<file path="src/lock_fault_pkg.sv">
// Constants, mode codes and timing figures for the lock fault responder.
// Assumes one 25 MHz clock and an APB master with 32-bit data.
// Operation
// - Lock-current latched 000x: all gates off, pin low
// - Lock-current latched 001x: low sides on, pin low
// - Lock-current retry 010x: gates off, auto resume
// - Lock-current retry 011x: low sides on, resume
// - Lock-current 1000: report only, gates keep running
// - Lock-current 1xx1: events fully ignored
// - Any enabled stall condition raises stall event while motor_running
// - Each stall detector own enable; shared retry delay
// - Stall latched: off or low sides, clear needed
// - Stall retry: off or low sides, auto resume
// - Stall retry: status set, cleared at expiry
// - Stall 1000: report only, clear needed
// - Stall 1xx1: no action at all
// - Overspeed above threshold raises stall event
// - Back-EMF mismatch above threshold raises stall
// - Phase current low 500 ms in open loop
// - Measured back-EMF below threshold sets fault
// - Clear command resumes latched fault once gone
package lock_fault_pkg;
  // ==========================================================
  // Register byte offsets.
  localparam logic [7:0] OFS_CTRL   = 8'h00;  // Modes, enables, retry, clear.
  localparam logic [7:0] OFS_THR0   = 8'h04;  // Overspeed and back-EMF error limits.
  localparam logic [7:0] OFS_THR1   = 8'h08;  // Open phase and measure limits.
  localparam logic [7:0] OFS_STATUS = 8'h0C;  // Fault status, read only.
  // ==========================================================
  // Control register fields.
  localparam int CTL_OC_MODE_LSB  = 0;
  localparam int CTL_ST_MODE_LSB  = 4;
  localparam int CTL_EN_SPEED     = 8;
  localparam int CTL_EN_BEMF      = 9;
  localparam int CTL_EN_OPEN      = 10;
  localparam int CTL_RETRY_LSB    = 12;
  localparam int CTL_CLEAR        = 31;
  localparam int THR_LO_LSB       = 0;   // Lower limit field of a threshold word.
  localparam int THR_HI_LSB       = 16;  // Upper limit field of a threshold word.
  localparam logic [31:0] CTRL_RESET = 32'h0000_0000;
  // ==========================================================
  // Mode codes (upper bits classify, bit 1 picks low-side braking).
  localparam logic [1:0] CLS_LATCH  = 2'h0;
  localparam logic [1:0] CLS_RETRY  = 2'h1;
  localparam logic [3:0] MODE_REPORT = 4'h8;
  localparam int MODE_BRAKE_BIT = 1;
  // ==========================================================
  // Timing.
  localparam int CLK_HZ          = 25_000_000;
  localparam int OPEN_PHASE_MS   = 500;
  localparam longint OPEN_CYC_L  = (longint'(CLK_HZ) * OPEN_PHASE_MS + 999) / 1000;
  localparam int OPEN_CYCLES     = int'(OPEN_CYC_L);
  localparam int RETRY_BASE_MS   = 100;   // Retry step per select count.
  localparam int RETRY_BASE_CYC  = int'((longint'(CLK_HZ) * RETRY_BASE_MS) / 1000);
  // ==========================================================
  // Types.
  typedef enum logic [1:0] {ACT_NONE, ACT_REPORT, ACT_LATCH, ACT_RETRY} action_t;
  typedef enum logic [1:0] {ST_IDLE, ST_LATCHED, ST_RETRY, ST_REPORT} resp_state_t;
endpackage

</file>
<file path="src/lock_fault_responder.sv">
// Lock current-limit and motor stall fault responder with APB registers.
// Assumes detector inputs synchronous to pclk and gate commands from control logic.
//
// The APB interface to the registers and the register offsets were chosen for this implementation.
`timescale 1ns/1ps
module lock_fault_responder
  import lock_fault_pkg::*;
#(
  parameter int SPEED_W  = 16,
  parameter int OPEN_CYC = OPEN_CYCLES,
  parameter int RETRY_CYC = RETRY_BASE_CYC
) (
  // Clock and reset.
  input  wire logic               pclk,
  input  wire logic               presetn,
  // APB slave.
  input  wire logic               psel,
  input  wire logic               penable,
  input  wire logic               pwrite,
  input  wire logic [7:0]         paddr,
  input  wire logic [31:0]        pwdata,
  output logic                    pready,
  output logic                    pslverr,
  output logic [31:0]             prdata,
  // Measurements.
  input  wire logic               overcurrent_event,
  input  wire logic [SPEED_W-1:0] speed_meas,
  input  wire logic [SPEED_W-1:0] backemf_est,
  input  wire logic [SPEED_W-1:0] backemf_expected,
  input  wire logic [2:0]         phase_current_low,
  input  wire logic               open_loop,
  input  wire logic               motor_running,
  input  wire logic               param_est_active,
  input  wire logic [SPEED_W-1:0] backemf_measured,
  // Gate drive.
  input  wire logic [2:0]         gate_hs_req,
  input  wire logic [2:0]         gate_ls_req,
  output logic [2:0]              gate_hs,
  output logic [2:0]              gate_ls,
  output logic                    fault_out_n
);

  // ==========================================================
  // Mode decode, used for both fault sources.
  function automatic action_t decode_mode(input logic [3:0] m);
    if (m[3:2] == CLS_LATCH) decode_mode = ACT_LATCH;
    else if (m[3:2] == CLS_RETRY) decode_mode = ACT_RETRY;
    else if (m == MODE_REPORT) decode_mode = ACT_REPORT;
    else decode_mode = ACT_NONE;  // Codes 1xx1 and undefined codes ignore.
  endfunction

  // ==========================================================
  // Registers.
  logic [31:0] ctrl_ff, nxt_ctrl;          // Control word.
  logic [31:0] thr0_ff, nxt_thr0;          // Speed and back-EMF limits.
  logic [31:0] thr1_ff, nxt_thr1;          // Open phase and measure limits.
  logic        clear_fault_cmd;            // One-cycle clear pulse.
  logic        wr_en;                      // Write access edge.

  assign wr_en = psel && penable && pwrite;
  assign pready = 1'b1;  // Zero wait states.
  assign pslverr = 1'b0;
  assign clear_fault_cmd = wr_en && (paddr == OFS_CTRL) && pwdata[CTL_CLEAR];

  // Next register values.
  always_comb begin
    nxt_ctrl = ctrl_ff;
    nxt_thr0 = thr0_ff;
    nxt_thr1 = thr1_ff;
    if (wr_en) begin
      unique case (paddr)
        OFS_CTRL: nxt_ctrl = {1'b0, pwdata[30:0]};  // Clear bit is self clearing.
        OFS_THR0: nxt_thr0 = pwdata;
        OFS_THR1: nxt_thr1 = pwdata;
        default: ;
      endcase
    end
  end

  always_ff @(posedge pclk or negedge presetn) begin
    if (!presetn) begin
      ctrl_ff <= CTRL_RESET;
      thr0_ff <= '0;
      thr1_ff <= '0;
    end else begin
      ctrl_ff <= nxt_ctrl;
      thr0_ff <= nxt_thr0;
      thr1_ff <= nxt_thr1;
    end
  end

  // Field views.
  logic [3:0]         overcurrent_lock_response_sel;
  logic [3:0]         stall_response_sel;
  logic [3:0]         retry_delay_sel;
  logic [SPEED_W-1:0] overspeed_threshold;
  logic [SPEED_W-1:0] backemf_error_threshold;
  logic [SPEED_W-1:0] open_phase_current_threshold;
  logic [SPEED_W-1:0] backemf_measure_threshold;
  assign overcurrent_lock_response_sel = ctrl_ff[CTL_OC_MODE_LSB +: 4];
  assign stall_response_sel = ctrl_ff[CTL_ST_MODE_LSB +: 4];
  assign retry_delay_sel = ctrl_ff[CTL_RETRY_LSB +: 4];
  assign overspeed_threshold = thr0_ff[THR_LO_LSB +: SPEED_W];
  assign backemf_error_threshold = thr0_ff[THR_HI_LSB +: SPEED_W];
  assign open_phase_current_threshold = thr1_ff[THR_LO_LSB +: SPEED_W];  // Reported only.
  assign backemf_measure_threshold = thr1_ff[THR_HI_LSB +: SPEED_W];

  // ==========================================================
  // Detectors.
  logic overspeed_detect, backemf_mismatch_detect, open_phase_detect;
  logic [SPEED_W-1:0] bemf_diff;
  logic [31:0] open_cnt_ff, nxt_open_cnt;
  logic param_est_backemf_fault, nxt_pebf;
  logic pebf_ff;

  assign bemf_diff = (backemf_est > backemf_expected) ? backemf_est - backemf_expected
                                                      : backemf_expected - backemf_est;
  assign overspeed_detect = ctrl_ff[CTL_EN_SPEED] &&
                            (speed_meas > overspeed_threshold);
  assign backemf_mismatch_detect = ctrl_ff[CTL_EN_BEMF] && motor_running &&
                                   (bemf_diff > backemf_error_threshold);
  assign open_phase_detect = ctrl_ff[CTL_EN_OPEN] &&
                             (open_cnt_ff >= 32'(OPEN_CYC));

  // Open phase timer counts while any phase reads low in open loop.
  always_comb begin
    nxt_open_cnt = '0;
    if (ctrl_ff[CTL_EN_OPEN] && open_loop && |phase_current_low) begin
      nxt_open_cnt = (open_cnt_ff >= 32'(OPEN_CYC)) ? open_cnt_ff : open_cnt_ff + 32'h1;
    end
    nxt_pebf = pebf_ff;
    if (param_est_active && (backemf_measured < backemf_measure_threshold)) begin
      nxt_pebf = 1'b1;  // Set wins over clear.
    end else if (clear_fault_cmd) begin
      nxt_pebf = 1'b0;
    end
  end
  assign param_est_backemf_fault = pebf_ff;

  always_ff @(posedge pclk or negedge presetn) begin
    if (!presetn) begin
      open_cnt_ff <= '0;
      pebf_ff <= 1'b0;
    end else begin
      open_cnt_ff <= nxt_open_cnt;
      pebf_ff <= nxt_pebf;
    end
  end

  logic stall_event;
  assign stall_event = motor_running &&
                       (overspeed_detect || backemf_mismatch_detect || open_phase_detect);

  // ==========================================================
  // Two response engines: index 0 lock current, index 1 stall.
  resp_state_t st_ff [2];
  resp_state_t nxt_st [2];
  logic [31:0] rcnt_ff [2];
  logic [31:0] nxt_rcnt [2];
  logic [1:0]  cond;
  logic [3:0]  mode [2];
  logic [31:0] retry_len;
  logic [1:0]  brake;  // Low-side braking requested per engine.
  logic [1:0]  off;    // Gates off per engine.
  logic [1:0]  flag;   // Status shown per engine.

  assign cond[0] = overcurrent_event;
  assign cond[1] = stall_event;
  assign mode[0] = overcurrent_lock_response_sel;
  assign mode[1] = stall_response_sel;
  assign retry_len = 32'(RETRY_CYC) * ({28'h0, retry_delay_sel} + 32'h1);

  for (genvar g = 0; g < 2; g++) begin : g_eng
    // Next state of one engine.
    always_comb begin
      nxt_st[g] = st_ff[g];
      nxt_rcnt[g] = rcnt_ff[g];
      unique case (st_ff[g])
        ST_IDLE: begin
          if (cond[g]) begin
            unique case (decode_mode(mode[g]))
              ACT_LATCH: nxt_st[g] = ST_LATCHED;
              ACT_RETRY: begin
                nxt_st[g] = ST_RETRY;
                nxt_rcnt[g] = '0;
              end
              ACT_REPORT: nxt_st[g] = ST_REPORT;
              ACT_NONE: ;
            endcase
          end
        end
        ST_LATCHED, ST_REPORT: begin
          if (!cond[g] && clear_fault_cmd) nxt_st[g] = ST_IDLE;
        end
        ST_RETRY: begin
          if (rcnt_ff[g] + 32'h1 >= retry_len) nxt_st[g] = ST_IDLE;
          else nxt_rcnt[g] = rcnt_ff[g] + 32'h1;
        end
      endcase
    end

    always_ff @(posedge pclk or negedge presetn) begin
      if (!presetn) begin
        st_ff[g] <= ST_IDLE;
        rcnt_ff[g] <= '0;
      end else begin
        st_ff[g] <= nxt_st[g];
        rcnt_ff[g] <= nxt_rcnt[g];
      end
    end

    assign flag[g] = (st_ff[g] != ST_IDLE);
    assign brake[g] = (st_ff[g] == ST_LATCHED || st_ff[g] == ST_RETRY) &&
                      mode[g][MODE_BRAKE_BIT];
    assign off[g] = (st_ff[g] == ST_LATCHED || st_ff[g] == ST_RETRY) &&
                    !mode[g][MODE_BRAKE_BIT];
  end

  // Which stall conditions were seen, held with the stall flag.
  logic [2:0] cause_ff, nxt_cause;
  always_comb begin
    nxt_cause = cause_ff;
    // Cause bits drop on the same edge as the stall flag, also at retry expiry.
    if (nxt_st[1] == ST_IDLE) nxt_cause = '0;
    if (st_ff[1] == ST_IDLE && nxt_st[1] != ST_IDLE) begin
      nxt_cause = {open_phase_detect, backemf_mismatch_detect, overspeed_detect};
    end
  end

  // ==========================================================
  // Outputs: gates, fault pin, read data.
  logic [2:0] nxt_hs, nxt_ls;
  logic       nxt_fault_n;
  logic [31:0] nxt_rdata;
  always_comb begin
    nxt_hs = gate_hs_req;
    nxt_ls = gate_ls_req;
    if (|off) begin
      nxt_hs = '0;  // All transistors off.
      nxt_ls = '0;
    end else if (|brake) begin
      nxt_hs = '0;  // Low sides on.
      nxt_ls = '1;
    end
    nxt_fault_n = !(|flag || pebf_ff);
    nxt_rdata = '0;
    unique case (paddr)
      OFS_CTRL: nxt_rdata = ctrl_ff;
      OFS_THR0: nxt_rdata = thr0_ff;
      OFS_THR1: nxt_rdata = thr1_ff;
      OFS_STATUS: nxt_rdata = {25'h0, param_est_backemf_fault, cause_ff, flag[1], flag[0],
                               |flag};
      default: nxt_rdata = '0;
    endcase
  end

  always_ff @(posedge pclk or negedge presetn) begin
    if (!presetn) begin
      cause_ff <= '0;
      gate_hs <= '0;
      gate_ls <= '0;
      fault_out_n <= 1'b1;
      prdata <= '0;
    end else begin
      cause_ff <= nxt_cause;
      gate_hs <= nxt_hs;
      gate_ls <= nxt_ls;
      fault_out_n <= nxt_fault_n;
      prdata <= nxt_rdata;
    end
  end

  // ==========================================================
  // Checks.
  a_off_gates: assert property (@(posedge pclk) disable iff (!presetn)
    off[0] |=> (gate_hs == 3'h0 && gate_ls == 3'h0)) else $error("gates not off");
  a_brake_ls: assert property (@(posedge pclk) disable iff (!presetn)
    (brake[0] && !off[1]) |=> gate_ls == 3'h7) else $error("low sides not on");
  a_pin_low: assert property (@(posedge pclk) disable iff (!presetn)
    flag[0] |=> !fault_out_n) else $error("fault pin not low");
  a_ignore_odd: assert property (@(posedge pclk) disable iff (!presetn)
    (st_ff[0] == ST_IDLE && mode[0][3] && mode[0][0]) |=> st_ff[0] == ST_IDLE)
    else $error("disabled mode acted");
  a_report_run: assert property (@(posedge pclk) disable iff (!presetn)
    (st_ff[1] == ST_REPORT && st_ff[0] == ST_IDLE) |=> gate_hs == $past(gate_hs_req))
    else $error("report stopped gates");
  a_latch_hold: assert property (@(posedge pclk) disable iff (!presetn)
    (st_ff[1] == ST_LATCHED && !clear_fault_cmd) |=> st_ff[1] == ST_LATCHED)
    else $error("latched fault released");
  a_retry_end: assert property (@(posedge pclk) disable iff (!presetn)
    (st_ff[1] == ST_RETRY && rcnt_ff[1] + 32'h1 >= retry_len) |=> !flag[1])
    else $error("retry not expired");
  a_stall_take: assert property (@(posedge pclk) disable iff (!presetn)
    (st_ff[1] == ST_IDLE && stall_event && stall_response_sel == 4'h0) |=> st_ff[1] == ST_LATCHED)
    else $error("stall missed");
  a_mpet_set: assert property (@(posedge pclk) disable iff (!presetn)
    (param_est_active && backemf_measured < backemf_measure_threshold) |=> pebf_ff)
    else $error("measure fault missed");
  c_latch: cover property (@(posedge pclk) st_ff[0] == ST_LATCHED);
  c_retry: cover property (@(posedge pclk) st_ff[1] == ST_RETRY ##1 st_ff[1] == ST_IDLE);
  c_report: cover property (@(posedge pclk) st_ff[1] == ST_REPORT);
  c_brake: cover property (@(posedge pclk) st_ff[1] == ST_LATCHED && brake[1]);
  c_measure: cover property (@(posedge pclk) $rose(pebf_ff));

endmodule

</file>
<file path="config.mk">
export PLATFORM = sky130hd
export DESIGN_NAME = lock_fault_responder
export DESIGN_NICKNAME = d
export VERILOG_FILES = /design/src/lock_fault_pkg.sv /design/src/lock_fault_responder.sv
export SDC_FILE = /design/constraint.sdc
export NUM_CORES = 1
export LEC_CHECK = 0
export CAP_MARGIN = 5
export CELL_PAD_IN_SITES_DETAIL_PLACEMENT = 0
export CELL_PAD_IN_SITES_GLOBAL_PLACEMENT = 1
export CORE_MARGIN = 1.5
export CORE_UTILIZATION = 45
export DETAILED_ROUTE_END_ITERATION = 12
export DONT_BUFFER_PORTS = 1
export PLACE_DENSITY = 0.74
export SETUP_SLACK_MARGIN = 0.1
export SLEW_MARGIN = 20
export SYNTH_ARGS = -nofsm -noshare
export SYNTH_HDL_FRONTEND = slang
export SYNTH_SLANG_ARGS = --single-unit
</file>
<file path="constraint.sdc">
create_clock -name pclk -period 7.3 [get_ports pclk]
set_input_delay 0.365 -clock pclk [delete_from_list [all_inputs] [get_ports pclk]]
set_output_delay 0.365 -clock pclk [all_outputs]
set_load 0.02 [all_outputs]
</file>
# Word level (Yosys, flattened, before mapping)
# Index checks and enable logic that the tools add are counted.
# classes
addsub	6
multipliers	1
order_cmp	7
eq_ne	29
muxes	40
n_reduce_logical	54
# ops
operator	count
$mux 32	8
$pmux 32 s2	2
$pmux 32 s4	1
$add 32x1->32 const B	3
$ge 32x27->1	2
$gt 16x16->1	3
$ge 32x24->1 const B	1
$sub 16x16->16	2
$mux 2	14
$pmux 2 s3	4
$mul 17x5->22 const A	1
$logic_and 1x1->1	19
$mux 3	6
$eq 2x2->1 const B	8
$eq 8x4->1 const B	2
$lt 16x16->1	1
$mux 16	1
$ne 2x2->1 const B	7
$reduce_bool 2->1	7
$eq 2x1->1 const B	6
$reduce_and 4->1	3
$logic_not 2->1	5
$reduce_or 2->1	5
$eq 4x4->1 const B	2
other kinds (10)	24
# totals
register_bits	238
input_bits	122

# Depth between registers and ports, before layout
# depth
word_depth	16
mapped_depth	29
mapped_depth_nobuf	27

# Worst setup path after synthesis
# Ideal clock, no wire load.
# synth_path
path_kind	register -> register
start	register ctrl_ff[12]
end	register rcnt_ff[15] (netlist bit)
t_arrival_ns	6.327
required_ns	7.179
path_slack_ns	0.852
path_stages_with_launch	27
path_buffers	1
synth_period_minus_slack_ns	6.448
path_cell_list	dfrtp_1 > nand3_1 > xor2_2 > inv_1 > ha_1 > inv_1 > fa_1 > inv_1 > ha_1 > ha_1 > nand3_1 > o211ai_1 > or4_1 > a21oi_1 > a21oi_1 > a21o_1 > a21bo_2 > maj3_1 > xnor2_1 > ha_1 > and3_1 > a221o_1 > a221o_1 > a41oi_4 > o21ai_4 > buf_6 > a22o_1
# synth_via
elab_chain_len	5
# synth_lines
item	line_no	rtl
from (decl)	lock_fault_responder.sv:54	logic [31:0] ctrl_ff, nxt_ctrl;
from (signal assigned)	lock_fault_responder.sv:86	ctrl_ff <= nxt_ctrl;
$add 4x1->5	lock_fault_responder.sv:171	assign retry_len = 32'(RETRY_CYC) * ({28'h0, retry_delay_sel} + 32'h1);
$mul 17x5->22	lock_fault_responder.sv:171	
$ge 32x27->1	lock_fault_responder.sv:196	if (rcnt_ff[g] + 32'h1 >= retry_len) nxt_st[g] = ST_IDLE;
$ne 2x2->1 (no source line)	-	
$reduce_and 4->1 (no source line)	-	
to (signal, indexed assignment)	lock_fault_responder.sv:208	rcnt_ff[g] <= nxt_rcnt[g];
to (decl)	lock_fault_responder.sv:158	logic [31:0] rcnt_ff [2];
# No other way between the ends.
# A chain may end at the register's enable or synchronous reset.

# Final worst setup path
# layout_path
start	register ctrl_ff[12]
end	register rcnt_ff[23] (netlist bit)
# The elaborated chain is that of the path after synthesis.

==> impl_metrics.py <==
metrics = {
    "finish": {
        "nFillCells": 3290,
        "area_delta_synth_final_pct": 12.2,
        "nets": 1993,
        "regArea_um2": 5960,
        "multiInputGateArea_um2": 9470,
        "final_util": 0.512,
        "layout-drive-gt1-share": 0.126,
    },
    "place": {
        "hpwl_um": 29300,
        "gp_congestion": 0.837,
        "io_buffers": 0,
    },
    "timing": {
        "skew_ps": 35.2,
        "slew_violations": 0,
        "fmax_ghz": 0.146,
        "rsz0062_at_grt": "false",
        "timing.final.hold_violations": 0,
        "period_share": 0.939,
        "slew_headroom": 0.363,
        "setup_tns_ps": 0,
        "tightest_slew_ps": 952,
        "setup_viol": 0,
        "period_minus_slack_ps": 6850,
    },
    "clock_tree": {
        "clk_latency_ps": 590,
        "ctsHtreeMaxLevel": 1,
        "numCtsBuffers": 28,
        "cts-root-buf": "clkbuf_16",
        "cts.sinks": 238,
        "cts_tree": "done",
        "cts_buffer_depth": 3,
        "clk_pin_slew_ps": 60,
    },
    "grt": {
        "grt_overflow": 0,
        "grt_max_degree": 239,
        "grt_use_total": 0.219,
        "grt_pass1_vias": 11967,
        "grt_pass1_wl_um": 64600,
        "antenna_found_initial": 7,
    },
    "logic_synthesis": {
        "synth_nets": 1957,
        "yosysTopAreaCell": "dfrtp_1",
        "yosysMostFrequentCell": "dfrtp_1",
        "ys_async_sr_fraction": 1.00,
        "syn_inst": 1653,
        "syn-cell-area_um2": 16300,
        "ys_ff_latch": 238,
        "synthTopCellsByCount": "dfrtp_1, ha_1, inv_1",
        "yosysWarnings": 0,
        "synth_top_area_frac": 0.365,
        "yosys-top-cells-area": "dfrtp_1, ha_1, mux2_2",
        "yosysSeqAreaShare": 0.367,
        "synthFlopType": "dfrtp_1",
        "synth_cell_types": 89,
        "syn_avg_cell_area_um2": 9.83,
        "synth-edff-count": 0,
    },
    "die": {
        "initial_core_util": 0.457,
        "fp.coreArea_um2": 35600,
        "die_h_um": 193,
        "fp-row-count": 69,
        "dieWidth_um": 193,
        "die_area_um2": 37300,
        "io_pins": 163,
    },
    "setup_path": {
        "cp_common_cell": "ha_1",
        "end_kind": "flip-flop",
        "worstPathMaxFanout": 16,
        "worst_ep_arrival_time_ps": 7310,
        "slowest_delay_ps": 500,
        "cp.required_ps": 7750,
        "start_kind": "flip-flop",
        "crit_slowest_cell": "fa_1",
        "path_delay_family": "adder cells",
        "worstSetupPathType": "reg2reg",
        "crit_buf_inv": 4,
    },
    "pwr": {
        "leakagePower_nw": 8.88,
        "power_density_nw_per_um2": 198,
        "p_total_mw": 3.60,
        "ir_drop_v": 0.000192,
    },
    "route": {
        "drtAntennaViolNets": 0,
        "dr.first_iter.drc_count": 602,
        "drt-pass1-iter-count": 5,
        "drc": 0,
        "wirelength_um": 40600,
        "viasPerCell": 5.58,
        "routedWlPerCell_um": 18.6,
        "vias": 12151,
    },
    "run_status": {
        "status": "completed",
    },
    "hold_path": {
        "hp-class": "in2reg",
    },
    "flow_run": {
        "drv_cap": 0,
    },
}
## placed cells by master, fill, tap and decap left out, types with 17 or more instances in the layout
cell	netlist	final
a21o_1	43	43
dlygate4sd3_1	0	45
xnor2_1	56	55
nor2_1	130	130
clkbuf_16	0	28
nor2b_1	18	17
dfrtp_1	237	237
xor2_1	38	37
and3_1	33	32
nor3_1	22	22
inv_1	150	150
nand2_1	92	91
mux2_2	93	93
mux2i_1	37	37
nand3_1	41	41
buf_4	8	21
and2_1	31	31
o21ai_0	48	48
ha_1	176	176
nand4_1	26	26
a22o_1	27	27
a21oi_1	92	91
## state kept, by name (all words and copies together) (netlist names)
name	cells
gate_hs	3
thr1_ff	32
prdata	32
param_est_backemf_fault	1
fault_out_n	1
st_ff	4
rcnt_ff	64
cause_ff	3
ctrl_ff	31
gate_ls	3
thr0_ff	32
open_cnt_ff	32
## final timing paths
| path | cells past startpoint | to | slack [ps] | start |
|---|---|---|---|---|
| min in group asynchronous | 2 | ctrl_ff[5] | 450 | presetn |
| hold / removal | 3 | prdata[14] | 30 | paddr[3] |
| setup reg to reg | 26 | rcnt_ff[23] | 450 | ctrl_ff[12] |
| max in group asynchronous | 3 | thr1_ff[18] | 5760 | presetn |
| hold reg to reg | 1 | open_cnt_ff[27] | 490 | open_cnt_ff[27] |
| setup / recovery | 26 | rcnt_ff[23] | 450 | ctrl_ff[12] |
## timing repair
item	in CTS	in global routing
setup buffers	0	5
resized for setup	2	5
setup endpoints to repair	1	59
hold buffers	45	1
pin swaps	0	2
cloned	0	1
endpoints found under the hold margin	345	99
## area by class of cell
class                   count  share of cell area
clock buffers              40              0.0448
multi-input cells        1202               0.519
diodes                      5            0.000686
flip-flops and latches    238               0.327
well taps                 461              0.0316
clock inverters            11             0.00920
repair buffers             68              0.0364
inverters                 151              0.0311
## cells by family (layout without fill, tap and decap cells)
logic type               count (synthesis)  count (layout)  share of synthesized area
buffers and inverters                  214             270                     0.0550
AND/OR/NAND/NOR                        450             450                      0.139
AO/OA/AOI/OAI                          332             333                      0.146
XOR/XNOR                                95              95                     0.0517
adder cells (fa/ha/maj)                186             186                      0.145
other                                    2               7                   0.000462
flip-flops                             238             238                      0.367
multiplexers                           136             136                     0.0955
## metrics by stage
| stage | setup slack, ps | cell area, um^2 | cells | hold WS [ps] |
|---|---|---|---|---|
| final | 447 | 18200 | 2176 | 25.2 |
| after global routing | 55.5 | 18200 | 2176 | 17.5 |
| after CTS | 159 | 18100 | 2163 | 2.63 |
| after detailed placement | 109 | 16600 | 2067 | 83.2 |
| after global placement | 199 | 16600 | 2067 | 83.4 |
| after floorplan | 852 | 16300 | 1653 | 69.4 |
## layer usage
layer / up-vias / GRT usage / part of all wire
met2: 213 / 0.360 / 0.47
met3: 58 / 0.0490 / 0.048
met4: 2 / 0.0577 / 0.025
met1: 5963 / 0.292 / 0.45
li1: 5915 / - / -
met5: - / 0 / 0.00032
## power by group
| part | internal, mW | switching [mW] | total, mW |
|---|---|---|---|
| Clock | 0.886 | 0.590 | 1.48 |
| Combinational | 0.270 | 0.451 | 0.721 |
| Sequential | 1.36 | 0.0495 | 1.41 |
## worst reg2reg max path, delay by kind of cell, from the launching register on
| family | cells | cell delay, ps |
|---|---|---|
| xor+xnor | 1 | 210 |
| buf+inv | 4 | 430 |
| fa+ha+maj | 7 | 2390 |
| simple gates | 4 | 1110 |
| compound gates | 10 | 2220 |
| flops | 1 | 380 |
(Power assumes the default switching activity.)
